**src/hw/aot_pkg.sv**
```systemverilog
// Purpose: constants and carrier types for the converter output test and config block
// Assumes: 11-bit sample path, 8-bit serial-port registers
// Notes:   single clock domain, serial port pins synchronised inside the top
package aot_pkg;
  localparam int SAMPLE_W = 11;
  localparam int ADDR_W   = 13;
  localparam int SPI_BITS = 24;

  // serial frame layout: 16-bit instruction then one data byte, msb first
  localparam logic [4:0] SPI_LAST_INSTR = 5'h0f;
  localparam logic [4:0] SPI_LAST_BIT   = 5'h17;
  localparam int         SPI_RW_BIT     = 15;

  // register offsets
  localparam logic [ADDR_W-1:0] OFS_CLK_DIV   = 13'h000b;
  localparam logic [ADDR_W-1:0] OFS_TEST_SEL  = 13'h000d;
  localparam logic [ADDR_W-1:0] OFS_OFS_TRIM  = 13'h0010;
  localparam logic [ADDR_W-1:0] OFS_OUT_FMT   = 13'h0014;
  localparam logic [ADDR_W-1:0] OFS_DRIVE     = 13'h0015;
  localparam logic [ADDR_W-1:0] OFS_CLK_POL   = 13'h0016;
  localparam logic [ADDR_W-1:0] OFS_CLK_DLY   = 13'h0017;
  localparam logic [ADDR_W-1:0] OFS_SPAN      = 13'h0018;
  localparam logic [ADDR_W-1:0] OFS_USER1_LO  = 13'h0019;

  // writable bit masks, open bits read as zero
  localparam logic [7:0] MSK_CLK_DIV  = 8'h3f;
  localparam logic [7:0] MSK_TEST_SEL = 8'hbf;
  localparam logic [7:0] MSK_OFS_TRIM = 8'h3f;
  localparam logic [7:0] MSK_OUT_FMT  = 8'h17;
  localparam logic [7:0] MSK_DRIVE    = 8'h0f;
  localparam logic [7:0] MSK_CLK_POL  = 8'h80;
  localparam logic [7:0] MSK_CLK_DLY  = 8'h87;
  localparam logic [7:0] MSK_SPAN     = 8'h1f;
  localparam logic [7:0] MSK_USER1_LO = 8'hff;

  // reset values
  localparam logic [7:0] RST_OUT_FMT = 8'h01;
  localparam logic [7:0] RST_DRIVE   = 8'h01;
  localparam logic [7:0] RST_ZERO    = 8'h00;

  // field positions
  localparam int DIV_RATIO_LSB = 0;
  localparam int DIV_RATIO_W   = 3;
  localparam int TEST_MODE_LSB = 0;
  localparam int TEST_MODE_W   = 4;
  localparam int PN_SHORT_RST  = 4;
  localparam int PN_LONG_RST   = 5;
  localparam int USER_SINGLE   = 7;
  localparam int FMT_LSB       = 0;
  localparam int FMT_W         = 2;
  localparam int INVERT_BIT    = 2;
  localparam int OUT_DIS_BIT   = 4;
  localparam int CLK_INV_BIT   = 7;

  // test selection codes
  localparam logic [3:0] TM_OFF     = 4'h0;
  localparam logic [3:0] TM_MID     = 4'h1;
  localparam logic [3:0] TM_POS_FS  = 4'h2;
  localparam logic [3:0] TM_NEG_FS  = 4'h3;
  localparam logic [3:0] TM_CHECKER = 4'h4;
  localparam logic [3:0] TM_PN_LONG = 4'h5;
  localparam logic [3:0] TM_PN_SHRT = 4'h6;
  localparam logic [3:0] TM_TOGGLE  = 4'h7;
  localparam logic [3:0] TM_USER    = 4'h8;
  localparam logic [3:0] TM_RAMP    = 4'hf;

  // output formats
  localparam logic [1:0] FMT_OFFSET = 2'h0;
  localparam logic [1:0] FMT_TWOS   = 2'h1;
  localparam logic [1:0] FMT_GRAY   = 2'h2;

  // fixed pattern words
  localparam logic [SAMPLE_W-1:0] PAT_MID   = 11'h400;
  localparam logic [SAMPLE_W-1:0] PAT_POS   = 11'h7ff;
  localparam logic [SAMPLE_W-1:0] PAT_NEG   = 11'h000;
  localparam logic [SAMPLE_W-1:0] PAT_CHK_A = 11'h555;
  localparam logic [SAMPLE_W-1:0] PAT_CHK_B = 11'h2aa;
  localparam logic [22:0]         PN_LONG_SEED  = 23'h7fffff;
  localparam logic [8:0]          PN_SHORT_SEED = 9'h1ff;

  // software-visible configuration
  typedef struct packed {
    logic [7:0] clk_div;
    logic [7:0] test_sel;
    logic [7:0] ofs_trim;
    logic [7:0] out_fmt;
    logic [7:0] drive;
    logic [7:0] clk_pol;
    logic [7:0] clk_dly;
    logic [7:0] span;
    logic [7:0] user1_lo;
  } aot_cfg_t;

  // controls handed to the pattern generator
  typedef struct packed {
    logic [3:0] mode;
    logic       single_shot;
    logic       pn_long_rst;
    logic       pn_short_rst;
    logic [7:0] user_byte;
  } aot_pat_ctl_t;
endpackage

```
**src/hw/aot_pattern_gen.sv**
```systemverilog
// Purpose: test word generator, one new word per divided sample tick
// Assumes: tick is a one-cycle pulse at the divided rate
// Notes:   word comes from a register, so it lags the selection by one tick
`timescale 1ns/1ns
module aot_pattern_gen
  import aot_pkg::*;
(
  // clock and reset
  input  wire logic                       clk,
  input  wire logic                       rstn,
  // control
  input  wire logic                       tick,
  input  wire aot_pkg::aot_pat_ctl_t      ctl,
  // pattern out
  output logic [aot_pkg::SAMPLE_W-1:0]    word_reg
);
  logic [22:0]          pn_long_reg;
  logic [8:0]           pn_short_reg;
  logic [SAMPLE_W-1:0]  ramp_reg;
  logic                 phase_reg;
  logic                 sent_reg;
  logic [SAMPLE_W-1:0]  word_next;
  logic [SAMPLE_W-1:0]  user_word;
  logic                 is_user;

  assign is_user   = (ctl.mode == TM_USER);
  // only the low byte of the first user word is held here
  assign user_word = {3'h0, ctl.user_byte};

  always_comb begin
    case (ctl.mode)
      TM_MID:     word_next = PAT_MID;
      TM_POS_FS:  word_next = PAT_POS;
      TM_NEG_FS:  word_next = PAT_NEG;
      TM_CHECKER: word_next = phase_reg ? PAT_CHK_B : PAT_CHK_A;
      TM_PN_LONG: word_next = pn_long_reg[SAMPLE_W-1:0];
      TM_PN_SHRT: word_next = {2'h0, pn_short_reg};
      TM_TOGGLE:  word_next = phase_reg ? PAT_NEG : PAT_POS;
      TM_USER:    word_next = (ctl.single_shot && sent_reg) ? PAT_NEG : user_word;
      TM_RAMP:    word_next = ramp_reg;
      default:    word_next = PAT_NEG;
    endcase
  end

  // generator state advances only on the sample tick
  always_ff @(posedge clk or negedge rstn) begin
    if (!rstn) begin
      word_reg     <= PAT_NEG;
      pn_long_reg  <= PN_LONG_SEED;
      pn_short_reg <= PN_SHORT_SEED;
      ramp_reg     <= PAT_NEG;
      phase_reg    <= 1'b0;
      sent_reg     <= 1'b0;
    end else if (tick) begin
      word_reg     <= word_next;
      pn_long_reg  <= ctl.pn_long_rst  ? PN_LONG_SEED :
                      {pn_long_reg[21:0], pn_long_reg[22] ^ pn_long_reg[17]};
      pn_short_reg <= ctl.pn_short_rst ? PN_SHORT_SEED :
                      {pn_short_reg[7:0], pn_short_reg[8] ^ pn_short_reg[4]};
      ramp_reg     <= ramp_reg + 11'h001;
      phase_reg    <= ~phase_reg;
      // leaving user mode rearms the single shot
      sent_reg     <= is_user;
    end
  end

  AST_POS_FS: assert property (@(posedge clk) disable iff (!rstn)
    tick && ctl.mode == TM_POS_FS |=> word_reg == 11'h7ff)
    else $error("positive full scale word wrong");

  AST_SINGLE_ZERO: assert property (@(posedge clk) disable iff (!rstn)
    tick && is_user && ctl.single_shot && sent_reg |=> word_reg == 11'h000)
    else $error("single-shot user pattern did not fall to zero");

  AST_REPEAT: assert property (@(posedge clk) disable iff (!rstn)
    tick && is_user && !ctl.single_shot |=> word_reg == {3'h0, $past(ctl.user_byte)})
    else $error("repeat user pattern not sent");
endmodule

```
**src/hw/aot_top.sv**
```systemverilog
// Purpose: clock divider, test patterns, format and invert for converter output words
// Assumes: samples arrive offset binary on clk; serial port is 3-wire, msb first
// Notes:   one data byte per frame, writes take effect at frame end
// Summary of operation
// - input clock divided by divide-ratio field plus one
// - four-bit test selection decodes to nine pattern kinds, ramp at all ones
// - any selection other than off replaces converted samples with test words
// - user pattern repeats when control bit low, else sent once then zeros
// - invert bit high inverts output words; resets low
`timescale 1ns/1ns
module aot_top
  import aot_pkg::*;
(
  // clock and reset
  input  wire logic                      clk,
  input  wire logic                      rstn,
  // converter samples
  input  wire logic [aot_pkg::SAMPLE_W-1:0] sample_in,
  // serial control port
  input  wire logic                      spi_csb_n,
  input  wire logic                      spi_sclk,
  input  wire logic                      spi_sdio_in,
  output logic                           spi_sdio_out,
  output logic                           spi_sdio_oe,
  // parallel output
  output logic [aot_pkg::SAMPLE_W-1:0]   data_out_reg,
  output logic                           data_oe_reg,
  output logic                           output_data_clock
);
  aot_cfg_t             cfg_reg;
  logic [2:0]           csb_sync;
  logic [2:0]           sclk_sync;
  logic [2:0]           sdio_sync;
  logic [SPI_BITS-1:0]  shift_reg;
  logic [4:0]           bit_cnt_reg;
  logic [7:0]           rd_shift_reg;
  logic                 rd_frame_reg;
  logic                 sdo_reg;
  logic                 sdo_oe_reg;
  logic [2:0]           div_cnt_reg;
  logic                 dclk_reg;
  logic [2:0]           gap_reg;

  logic                 sel_n;
  logic                 sclk_rise;
  logic                 sclk_fall;
  logic [SPI_BITS-1:0]  shift_next;
  logic                 instr_done;
  logic                 frame_done;
  logic                 wr_commit;
  logic [ADDR_W-1:0]    frame_addr;
  logic [7:0]           rd_data;
  logic [2:0]           ratio;
  logic                 tick;
  logic [2:0]           half;
  logic                 test_active;
  logic                 invert;
  logic [SAMPLE_W-1:0]  pat_word;
  logic [SAMPLE_W-1:0]  fmt_word;
  logic [SAMPLE_W-1:0]  sel_word;
  aot_pat_ctl_t         pat_ctl;

  // offset binary in, chosen code out; reserved code passes unchanged
  function automatic logic [SAMPLE_W-1:0] encode(input logic [SAMPLE_W-1:0] s,
                                                 input logic [1:0] f);
    case (f)
      FMT_TWOS: encode = {~s[SAMPLE_W-1], s[SAMPLE_W-2:0]};
      FMT_GRAY: encode = s ^ (s >> 1);
      default:  encode = s;
    endcase
  endfunction

  // three-stage pin synchronisers; stage one feeds only stage two
  always_ff @(posedge clk or negedge rstn) begin
    if (!rstn) begin
      csb_sync  <= 3'h7;
      sclk_sync <= 3'h0;
      sdio_sync <= 3'h0;
    end else begin
      csb_sync  <= {csb_sync[1:0], spi_csb_n};
      sclk_sync <= {sclk_sync[1:0], spi_sclk};
      sdio_sync <= {sdio_sync[1:0], spi_sdio_in};
    end
  end

  // edge and frame decode from stages two and three only
  assign sel_n      = csb_sync[2];
  assign sclk_rise  = !sel_n && sclk_sync[1] && !sclk_sync[2];
  assign sclk_fall  = !sel_n && !sclk_sync[1] && sclk_sync[2];
  assign shift_next = {shift_reg[SPI_BITS-2:0], sdio_sync[2]};
  assign instr_done = sclk_rise && bit_cnt_reg == SPI_LAST_INSTR;
  assign frame_done = sclk_rise && bit_cnt_reg == SPI_LAST_BIT;
  // at the last rise the frame is only whole in shift_next, not yet in shift_reg
  assign wr_commit  = frame_done && !shift_next[SPI_BITS-1];
  assign frame_addr = instr_done ? shift_next[ADDR_W-1:0] : shift_next[ADDR_W+7:8];

  // register read mux, open bits zero
  always_comb begin
    case (frame_addr)
      OFS_CLK_DIV:  rd_data = cfg_reg.clk_div;
      OFS_TEST_SEL: rd_data = cfg_reg.test_sel;
      OFS_OFS_TRIM: rd_data = cfg_reg.ofs_trim;
      OFS_OUT_FMT:  rd_data = cfg_reg.out_fmt;
      OFS_DRIVE:    rd_data = cfg_reg.drive;
      OFS_CLK_POL:  rd_data = cfg_reg.clk_pol;
      OFS_CLK_DLY:  rd_data = cfg_reg.clk_dly;
      OFS_SPAN:     rd_data = cfg_reg.span;
      OFS_USER1_LO: rd_data = cfg_reg.user1_lo;
      default:      rd_data = RST_ZERO;
    endcase
  end

  // serial frame engine; reads launch on falling sclk
  always_ff @(posedge clk or negedge rstn) begin
    if (!rstn) begin
      shift_reg    <= '0;
      bit_cnt_reg  <= 5'h00;
      rd_shift_reg <= RST_ZERO;
      rd_frame_reg <= 1'b0;
      sdo_reg      <= 1'b0;
      sdo_oe_reg   <= 1'b0;
    end else if (sel_n) begin
      bit_cnt_reg  <= 5'h00;
      rd_frame_reg <= 1'b0;
      sdo_oe_reg   <= 1'b0;
    end else begin
      if (sclk_rise) begin
        shift_reg   <= shift_next;
        bit_cnt_reg <= frame_done ? 5'h00 : bit_cnt_reg + 5'h01;
      end
      if (instr_done) begin
        rd_frame_reg <= shift_next[SPI_RW_BIT];
        rd_shift_reg <= rd_data;
      end
      if (sclk_fall && rd_frame_reg) begin
        sdo_reg      <= rd_shift_reg[7];
        sdo_oe_reg   <= 1'b1;
        rd_shift_reg <= {rd_shift_reg[6:0], 1'b0};
      end
      if (frame_done) begin
        rd_frame_reg <= 1'b0;
      end
    end
  end
  assign spi_sdio_out = sdo_reg;
  assign spi_sdio_oe  = sdo_oe_reg;

  // register writes, user byte resets zero
  always_ff @(posedge clk or negedge rstn) begin
    if (!rstn) begin
      cfg_reg          <= '0;
      cfg_reg.out_fmt  <= RST_OUT_FMT;
      cfg_reg.drive    <= RST_DRIVE;
    end else if (wr_commit) begin
      case (frame_addr)
        OFS_CLK_DIV:  cfg_reg.clk_div  <= shift_next[7:0] & MSK_CLK_DIV;
        OFS_TEST_SEL: cfg_reg.test_sel <= shift_next[7:0] & MSK_TEST_SEL;
        OFS_OFS_TRIM: cfg_reg.ofs_trim <= shift_next[7:0] & MSK_OFS_TRIM;
        OFS_OUT_FMT:  cfg_reg.out_fmt  <= shift_next[7:0] & MSK_OUT_FMT;
        OFS_DRIVE:    cfg_reg.drive    <= shift_next[7:0] & MSK_DRIVE;
        OFS_CLK_POL:  cfg_reg.clk_pol  <= shift_next[7:0] & MSK_CLK_POL;
        OFS_CLK_DLY:  cfg_reg.clk_dly  <= shift_next[7:0] & MSK_CLK_DLY;
        OFS_SPAN:     cfg_reg.span     <= shift_next[7:0] & MSK_SPAN;
        OFS_USER1_LO: cfg_reg.user1_lo <= shift_next[7:0] & MSK_USER1_LO;
        default:      cfg_reg          <= cfg_reg;
      endcase
    end
  end

  assign ratio = cfg_reg.clk_div[DIV_RATIO_LSB +: DIV_RATIO_W];
  assign tick  = (div_cnt_reg >= ratio);
  // clock high for the first half; divide by one leaves it steady
  assign half  = 3'((4'(ratio) + 4'h2) >> 1);

  always_ff @(posedge clk or negedge rstn) begin
    if (!rstn) begin
      div_cnt_reg <= 3'h0;
      dclk_reg    <= 1'b0;
    end else begin
      div_cnt_reg <= tick ? 3'h0 : div_cnt_reg + 3'h1;
      dclk_reg    <= ((tick ? 3'h0 : div_cnt_reg + 3'h1) < half) ^ cfg_reg.clk_pol[CLK_INV_BIT];
    end
  end
  assign output_data_clock = dclk_reg;

  // pattern controls
  assign pat_ctl.mode         = cfg_reg.test_sel[TEST_MODE_LSB +: TEST_MODE_W];
  assign pat_ctl.single_shot  = cfg_reg.test_sel[USER_SINGLE];
  assign pat_ctl.pn_long_rst  = cfg_reg.test_sel[PN_LONG_RST];
  assign pat_ctl.pn_short_rst = cfg_reg.test_sel[PN_SHORT_RST];
  assign pat_ctl.user_byte    = cfg_reg.user1_lo;

  aot_pattern_gen u_pat (
    .clk      (clk),
    .rstn     (rstn),
    .tick     (tick),
    .ctl      (pat_ctl),
    .word_reg (pat_word)
  );

  assign test_active = (pat_ctl.mode != TM_OFF);
  assign fmt_word    = encode(sample_in, cfg_reg.out_fmt[FMT_LSB +: FMT_W]);
  assign sel_word    = test_active ? pat_word : fmt_word;
  assign invert      = cfg_reg.out_fmt[INVERT_BIT];

  always_ff @(posedge clk or negedge rstn) begin
    if (!rstn) begin
      data_out_reg <= '0;
      data_oe_reg  <= 1'b0;
    end else begin
      data_oe_reg <= !cfg_reg.out_fmt[OUT_DIS_BIT];
      if (tick) begin
        data_out_reg <= invert ? ~sel_word : sel_word;
      end
    end
  end

  // helper: cycles since last tick
  always_ff @(posedge clk or negedge rstn) begin
    if (!rstn) begin
      gap_reg <= 3'h0;
    end else begin
      gap_reg <= tick ? 3'h0 : gap_reg + 3'h1;
    end
  end

  AST_DIV_PERIOD: assert property (@(posedge clk) disable iff (!rstn)
    tick && $past(tick) == 1'b0 && $stable(ratio) && gap_reg != 3'h0 |-> gap_reg == ratio)
    else $error("sample tick spacing differs from divide ratio");

  AST_REPLACE: assert property (@(posedge clk) disable iff (!rstn)
    tick && test_active && !invert |=> data_out_reg == $past(pat_word))
    else $error("test word did not replace sample");

  AST_INVERT: assert property (@(posedge clk) disable iff (!rstn)
    tick && invert |=> data_out_reg == ~$past(sel_word))
    else $error("inverted output word wrong");

  AST_USER_HOLD: assert property (@(posedge clk) disable iff (!rstn)
    !(wr_commit && frame_addr == OFS_USER1_LO) |=> $stable(cfg_reg.user1_lo))
    else $error("user byte changed without a write");

  AST_GRAY: assert property (@(posedge clk) disable iff (!rstn)
    tick && !test_active && !invert && cfg_reg.out_fmt[1:0] == 2'h2
    |=> data_out_reg == ($past(sample_in) ^ ($past(sample_in) >> 1)))
    else $error("gray coded output wrong");

  AST_TWOS: assert property (@(posedge clk) disable iff (!rstn)
    tick && !test_active && !invert && cfg_reg.out_fmt[1:0] == 2'h1
    |=> data_out_reg[10] == !$past(sample_in[10]))
    else $error("twos complement sign wrong");
endmodule

```
**config.mk**
```make
export PLATFORM = sky130hd
export DESIGN_NAME = aot_top
export DESIGN_NICKNAME = d
export VERILOG_FILES = /design/src/hw/aot_pkg.sv /design/src/hw/aot_pattern_gen.sv /design/src/hw/aot_top.sv
export SDC_FILE = /design/constraint.sdc
export NUM_CORES = 1
export LEC_CHECK = 0
export BUFFER_PORTS_ARGS = -buffer_cell sky130_fd_sc_hd__buf_2
export CAP_MARGIN = 10
export CORE_MARGIN = 2
export CORE_UTILIZATION = 55
export CTS_CLUSTER_DIAMETER = 150
export DETAILED_ROUTE_END_ITERATION = 10
export PLACE_DENSITY = 0.72
export SYNTH_ARGS = -nofsm -noshare
export SYNTH_HDL_FRONTEND = slang
export SYNTH_SLANG_ARGS = --single-unit
```
**constraint.sdc**
```tcl
create_clock -name clk -period 6.7 [get_ports clk]
set_input_delay 1.005 -clock clk [delete_from_list [all_inputs] [get_ports clk]]
set_output_delay 1.005 -clock clk [all_outputs]
set_load 0.005 [all_outputs]
```
**Word level (Yosys, flattened, before mapping)**

Index checks and enable logic that the tools add are counted.

- Add/subtract/negate cells: 4
- $mul: 0
- Divide/modulo/power cells: 0
- Order comparisons: 2
- Equal/unequal tests: 21
- Shift-type cells: 0
- Muxes and demuxes: 22
- Bitwise logic cells: 8
- Reduce and logical (&&, ||, !) cells: 31

Operator list:

| cell | count |
|---|---|
| 13-bit by 5-bit == test with 1-bit output, second input constant | 7 |
| 11-bit one-hot mux with 8 select lines | 1 |
| 8-bit one-hot mux with 9 select lines | 1 |
| 11-bit 2-to-1 mux | 4 |
| 13-bit by 4-bit == test with 1-bit output, second input constant | 2 |
| 8-bit 2-to-1 mux | 3 |
| 2-bit AND reduction | 12 |
| 23-bit 2-to-1 mux | 1 |
| 11-bit one-hot mux with 2 select lines | 1 |
| 4-bit by 3-bit == test with 1-bit output, second input constant | 4 |
| 5-bit 2-to-1 mux | 3 |
| 13-bit 2-to-1 mux | 1 |
| 11-bit by 1-bit adder with 11-bit output, second input constant | 1 |
| 11-bit NOT | 1 |
| 11-bit by 10-bit bitwise XOR with 11-bit output | 1 |
| 1-bit logical AND | 9 |
| 9-bit 2-to-1 mux | 1 |
| 4-bit == test, second input constant | 2 |
| 2-bit nonzero test | 3 |
| 5-bit by 1-bit adder with 5-bit output, second input constant | 1 |
| 5-bit by 4-bit == test with 1-bit output, second input constant | 1 |
| 5-bit == test, second input constant | 1 |
| 1-bit logical NOT | 5 |
| 1-bit 2-to-1 mux | 5 |
| 13 further kinds | 17 |

- Register bits after elaboration: 165
- Bits in latches: 0
- Bits in writable memories: 0
- ROM bits: 0
- Input port bits: 16
- Output and inout port bits: 15
- Logic and storage cells: 116
- Memories: 0

**Logic depth before layout (Yosys ltp)**

Gate-level depths: netlist (run 1).

- Depth after elaboration: 9
- Gate-level depth with buffers: 13
- Depth with buffers taken out: 11

**Cells and area by module**

From an unflattened synthesis (run 1), not the netlist that was laid out.

- Cell total of the unflattened synthesis: 785
- Area total of the unflattened synthesis: 8409.3 um^2

Modules (own cells, without submodules):

| module | times used | cells each | area each (um^2) | seq. area each (um^2) |
|---|---|---|---|---|
| aot_top | 1 | 507 | 5621.6 | 2733.9 |
| aot_pattern_gen | 1 | 278 | 2787.7 | 1441.4 |

**Least setup slack after synthesis (run 1)**

No wires, ideal clock.

- Path kind: register -> register
- Start: register cfg_reg[64] in the netlist's numbering
- End: register dclk_reg (netlist: output_data_clock)
- Library setup time: 0.126 ns
- Arrival time: 2.401 ns
- Required time: 6.574 ns
- Slack: 4.173 ns
- Cell stages (with the launch flop): 11
- Path buffers: 1
- Cells stage by stage: dfrtp_1 > ha_1 > nand2b_1 > a21o_1 > a21oi_1 > clkbuf_1 > and2_1 > ha_1 > o21ai_0 > nand3_1 > o311a_1

- Word-level cells in the longest chain between the ends: 4
- Elaborated cells between the ends (all ways): 5

RTL lines:

| what | line | RTL |
|---|---|---|
| start, declared | aot_top.sv:30 | `aot_cfg_t cfg_reg;` |
| start signal, assigned | aot_top.sv:165 | `default: cfg_reg <= cfg_reg;` |
| 3-bit greater-or-equal comparator | aot_top.sv:171 | `assign tick = (div_cnt_reg >= ratio);` |
| 3-bit 2-to-1 mux | aot_top.sv:181 | `dclk_reg <= ((tick ? 3'h0 : div_cnt_reg + 3'h1) < half) ^ cfg_reg.clk_pol[CLK_INV_BIT];` |
| 3-bit < comparator * | aot_top.sv:181 |  |
| 1-bit bitwise XOR * | aot_top.sv:181 |  |
| end signal, assigned | aot_top.sv:181 |  |
| end, declared | aot_top.sv:41 | `logic dclk_reg;` |

Mark *: on every way between the ends. The rest lies on a longest branch, timed or not.
A chain may end at the register's enable or synchronous reset.

**Final worst setup path (run 1)**

- Start: register bit_cnt_reg[0]
- End: register cfg_reg[56] in the netlist's numbering

- Word-level cells in the longest chain between the ends: 5
- Elaborated cells between the ends (all ways): 8

RTL lines:

| what | line | RTL |
|---|---|---|
| start, declared | aot_top.sv:35 | `logic [4:0] bit_cnt_reg;` |
| start signal, assigned | aot_top.sv:129 | `bit_cnt_reg <= frame_done ? 5'h00 : bit_cnt_reg + 5'h01;` |
| 5-bit by 4-bit == test with 1-bit output | aot_top.sv:91 | `assign instr_done = sclk_rise && bit_cnt_reg == SPI_LAST_INSTR;` |
| 1-bit logical AND | aot_top.sv:91 |  |
| 13-bit 2-to-1 mux | aot_top.sv:95 | `assign frame_addr = instr_done ? shift_next[ADDR_W-1:0] : shift_next[ADDR_W+7:8];` |
| 13-bit by 4-bit == test with 1-bit output | aot_top.sv:155 | `case (frame_addr)` |
| 2-bit AND reduction (no line) * | n/a |  |

Marks and branches as above.

==> results of run 1 <==
-- metrics by stage --
stage	power, uW	std cells	instance area (um2)	util (%)
after floorplan	1130	833	8200	-
after global placement	1190	1008	8470	58.3
after detailed placement	1190	1008	8470	58.3
after CTS	2100	1040	9010	62.0
after global routing	2160	1040	9010	62.0
final	2080	1040	9010	62.0
-- cell type report --
type                       count  area (um2)  share of cell area, %
clock inverter                15         120                   1.33
sequential                   165        4180                   46.3
multi-input combinational    605        3790                   42.1
clock buffer                  17         425                   4.72
timing repair buffer          36         201                   2.23
inverter                      18        67.6                  0.750
tap                          184         230                   2.55
-- per-layer routing --
metal / global-route usage, % / wire length (um)
met4: 11.1 / 500
met1: 34.0 / 8390
met5: 0 / 0
met2: 41.4 / 9560
met3: 4.08 / 850
-- cells in the mapped netlist, types with 7 or more instances --
| library cell | number |
|---|---|
| nand2_1 | 184 |
| dfrtp_1 | 128 |
| o21ai_0 | 66 |
| nor2_1 | 46 |
| mux2_2 | 41 |
| clkbuf_1 | 37 |
| dfstp_2 | 37 |
| nand3_1 | 23 |
| a21oi_1 | 20 |
| a22oi_1 | 20 |
| inv_1 | 18 |
| xnor2_1 | 18 |
| nor2b_1 | 14 |
| a222oi_1 | 13 |
| a31oi_1 | 13 |
| ha_1 | 12 |
| nor3b_1 | 11 |
| a21o_1 | 9 |
| xor2_1 | 8 |
| a22o_1 | 7 |
| nand2b_1 | 7 |
| nand4_1 | 7 |
| nor3_1 | 7 |
-- path summary, 6_finish.rpt --
check,start,end,slack [ns],depth (start not counted)
setup / recovery,bit_cnt_reg[0],cfg_reg[56],3.40,9
hold / removal,sdio_sync[1],sdio_sync[2],0.35,0
setup reg to reg,bit_cnt_reg[0],cfg_reg[56],3.40,9
hold reg to reg,sdio_sync[1],sdio_sync[2],0.35,0
max in group asynchronous,rstn,u_pat.ramp_reg[1],4.63,2
min in group asynchronous,rstn,u_pat.ramp_reg[6],0.64,1
-- cells by family after synthesis --
family / synth area share (%)
fa+ha+maj: 1.83
xor+xnor: 2.78
simple gates: 19.3
buf+inv: 3.04
flops: 50.9
mux: 7.24
compound gates: 14.9
-- power by group --
group          switching, uW  internal (uW)
registers               49.8           1020
clock network            429            482
logic                   72.0           36.2
total                    551           1530
==> flow_summary.json, run 1 <==
{
  "cts.hold.buffers_added": 0,
  "fin_setup_tns_ns": 0,
  "drt-vias-per-instance": 6.14,
  "cts_resized": 0,
  "grt_overflow": 0,
  "die_area_mm2": 0.0159,
  "fin_nets": 871,
  "grt_use_total_pct": 25.5,
  "setup_viol_count_final": 0,
  "final_cell_mix": "nand2_1, dfrtp_1, o21ai_0, nor2_1, mux2_2",
  "status": "completed",
  "dr.pass1.iters": 6,
  "crit_required_ns": 7.01,
  "drive_above_1_share_pct": 19.7,
  "ys_async_sr_fraction_pct": 100,
  "rsz0062_at_grt": "false",
  "yosysTopAreaCell": "dfrtp_1",
  "ys_ff_latch": 165,
  "place_ws_ns": 3.46,
  "whs_ns": 0.353,
  "cts_root_buffer": "clkbuf_16",
  "netlist_area_mm2": 0.00820,
  "num_rows": 44,
  "final_common_cell": "nand2_1",
  "ant_nets": 0,
  "end_kind": "flip-flop",
  "path_buf_inv": 0,
  "clockBufferDepth": 2,
  "grt_pass1_wl_mm": 32.1,
  "clock_sinks": 165,
  "netlist_instances": 833,
  "synth_flop_cell": "dfrtp_1",
  "finalWeightedCongestion": 0.868,
  "crit_type": "reg2reg",
  "hold_viol_final": 0,
  "tightestPinTransition_ns": 0.935,
  "wl_mm": 19.3,
  "grt_max_degree": 100,
  "drc": 0,
  "seq_area_frac_synth_pct": 50.9,
  "largest_register_ffs": 45,
  "io_pins": 31,
  "cts_setup_buffers": 0,
  "cap_violations": 0,
  "die_w_um": 126,
  "max_freq_ghz": 0.303,
  "setup_slack_ns": 3.40,
  "crit_fanout": 15,
  "initial_core_util_pct": 56.4,
  "final.period_utilization_pct": 49.2,
  "ir_drop_uv": 191,
  "wl_per_cell_um": 18.6,
  "synth_top_area_share_pct": 39.1,
  "synth_area_leaders": "dfrtp_1, dfstp_2, nand2_1, mux2_2, o21ai_0",
  "dp_hpwl_mm": 13.1,
  "critPathTopFamily": "simple AND/OR/NAND/NOR gates",
  "arrival_ns": 3.61,
  "drt-initial-drc-count": 636,
  "worstSkewPairLatency_ns": 0.43,
  "ys_types": 62,
  "antenna_cells": 0,
  "cts.htree.levels": 4,
  "fillerInstances": 1181,
  "crit_path_max_incr_delay_ns": 0.54,
  "syn-num-nets": 861,
  "grt_pass1_vias": 6272,
  "leakagePower_uw": 0.00422,
  "cp-start-kind": "flip-flop",
  "syn2layout_area_growth_pct": 9.98,
  "core-area_mm2": 0.0145,
  "skew_ns": 0.0103,
  "clk_pin_slew_worst_paths_ns": 0.07,
  "dieHeight_um": 126,
  "antenna_found_initial": 0,
  "slew_headroom_pct": 37.5,
  "drv_slew": 0,
  "crit_chain": "ha_1 > and3_1 > ha_1 > nand4bb_1 > nand4_1 > nand2_1 > and2_1 > nand2_1 > mux2_2",
  "synth_edf_count": 0,
  "finalCriticalPeriod_ns": 3.30,
  "slowest_stage": "nand4bb_1",
  "io_buffers": 30,
  "cts_tree": "built",
  "num_vias": 6386,
  "yosysWarnings": 0,
  "hp-class": "reg2reg",
  "cts_buffers": 17,
  "avgSynthCellArea_um2": 9.84,
  "power.density_mw_per_mm2": 231
}
No activity file was read; power rests on OpenSTA's default activity.
==> run 2: changes to the inputs <==
Clock period 6.7 ns to 3.2 ns, I/O delays scaled along.
==> flow_summary.json, run 2 (same netlist as run 1, synthesis figures left out) <==
{
  "die_area_mm2": 0.0159,
  "final_cells": 1052,
  "path_buf_inv": 0,
  "status": "completed",
  "cap_violations": 0,
  "clockBufferDepth": 2,
  "hp-class": "in2async",
  "dp_hpwl_mm": 13.5,
  "dr.pass1.iters": 5,
  "cts.htree.levels": 4,
  "num_rows": 44,
  "grt_pass1_vias": 6261,
  "finalCriticalPeriod_ns": 2.84,
  "cts_setup_buffers": 0,
  "grt_overflow": 0,
  "wl_per_cell_um": 18.4,
  "critPathTopFamily": "simple AND/OR/NAND/NOR gates",
  "slowest_stage": "or4_4",
  "cts_root_buffer": "clkbuf_16",
  "arrival_ns": 3.20,
  "antenna_found_initial": 0,
  "place_inst": 1020,
  "final_common_cell": "nand2_1",
  "drt-vias-per-instance": 6.03,
  "grt_pass1_wl_mm": 32.6,
  "cp-start-kind": "flip-flop",
  "hold_viol_final": 0,
  "r2r_start": "bit_cnt_reg[0]",
  "end_kind": "flip-flop",
  "crit_required_ns": 3.56,
  "num_vias": 6339,
  "tightestPinTransition_ns": 0.763,
  "ant_nets": 0,
  "drt-initial-drc-count": 590,
  "drc": 0,
  "grt_max_degree": 76,
  "fillerInstances": 1140,
  "cts_resized": 0,
  "core-area_mm2": 0.0145,
  "finalWeightedCongestion": 0.944,
  "power.density_mw_per_mm2": 510,
  "r2r_end": "rd_shift_reg[3]",
  "cts.hold.buffers_added": 0,
  "final.period_utilization_pct": 88.8,
  "crit_type": "reg2reg",
  "cts_tree": "built",
  "dieHeight_um": 126,
  "crit_path_max_incr_delay_ns": 0.58,
  "post-route-util_pct": 63.6,
  "largest_register_ffs": 45,
  "reg2reg_depth": 9,
  "ir_drop_uv": 501,
  "rsz0062_at_grt": "false",
  "drv_slew": 0,
  "rrSetupSlack_ns": 0.36,
  "grt_use_total_pct": 25.7,
  "setup_viol_count_final": 0,
  "max_freq_ghz": 0.352,
  "fin_nets": 883,
  "crit_chain": "ha_1 > and3_1 > ha_1 > and4bb_2 > or4_4 > nand2_1 > nand2_1 > a41oi_1 > o22a_1",
  "final_cell_mix": "nand2_1, dfrtp_1, o21ai_0, nor2_1, mux2_2",
  "placed_cell_area_mm2": 0.00858,
  "slew_headroom_pct": 48.4,
  "initial_core_util_pct": 56.4,
  "worstSkewPairLatency_ns": 0.42,
  "clock_sinks": 165,
  "io_buffers": 30,
  "cts_buffers": 17,
  "leakagePower_uw": 0.00433,
  "antenna_cells": 0,
  "drive_above_1_share_pct": 20.9,
  "fin_setup_tns_ns": 0,
  "stdcell_area_mm2": 0.00924,
  "syn2layout_area_growth_pct": 12.7,
  "skew_ns": 0.00751,
  "wl_mm": 19.4,
  "io_pins": 31,
  "die_w_um": 126,
  "clk_pin_slew_worst_paths_ns": 0.07,
  "crit_fanout": 13
}
[run 2: changes by cell type in the layout (fill, tap and decap cells not counted)]
cell,delta
buf_12,+2
bufinv_16,+4
inv_8,-2
clkinv_1,-1
clkbuf_8,+4
clkinv_2,-2
clkinv_4,-1
buf_4,+10
clkbuf_1,+1
inv_6,-3
[run 2: power by group]
| group | switching [uW] | internal, uW |
|---|---|---|
| Sequential | 75.8 | 2130 |
| Combinational | 186 | 92.7 |
| Clock | 835 | 1400 |
| Total | 1100 | 3620 |
[run 2: metrics by stage]
stage          hold WS (ns)  setup WS, ns  total power (uW)
4_1_cts               0.102         0.385              4750
5_1_grt               0.122         0.131              4880
2_1_floorplan         0.184         0.673              2360
3_3_place_gp          0.333         0.469              2510
3_5_place_dp          0.336         0.430              2520
6_report             0.0784         0.358              4710
[run 2: worst max path at each step]
stage | start | endpoint | slack, ns | cells after the start
after floorplan | cfg_reg[64] | output_data_clock | 0.67 | 10
after global placement | bit_cnt_reg[0] | rd_shift_reg[0] | 0.47 | 9
after detailed placement | bit_cnt_reg[0] | rd_shift_reg[5] | 0.43 | 9
after CTS | bit_cnt_reg[0] | rd_shift_reg[0] | 0.38 | 9
after global routing | bit_cnt_reg[0] | rd_shift_reg[0] | 0.13 | 9
final | bit_cnt_reg[0] | rd_shift_reg[3] | 0.36 | 9
[run 2: final cells by class]
type,instances,area [um2],area share [%]
Inverter,18,67.6,0.732
Clock inverter,10,169,1.83
Sequential cell,165,4180,45.2
Tap cell,184,230,2.49
Timing Repair Buffer,48,317,3.43
Clock buffer,22,484,5.24
Multi-Input combinational cell,605,3790,41.1
[run 2: metal layers]
layer  vias to the layer above  track usage, %  wire length (um)
met1                      3160            33.7              8440
met3                        37            5.31               817
met2                       148            42.4              9510
met4                         0            9.57               591
li1                       2994               -                 -
met5                         -               0                 0
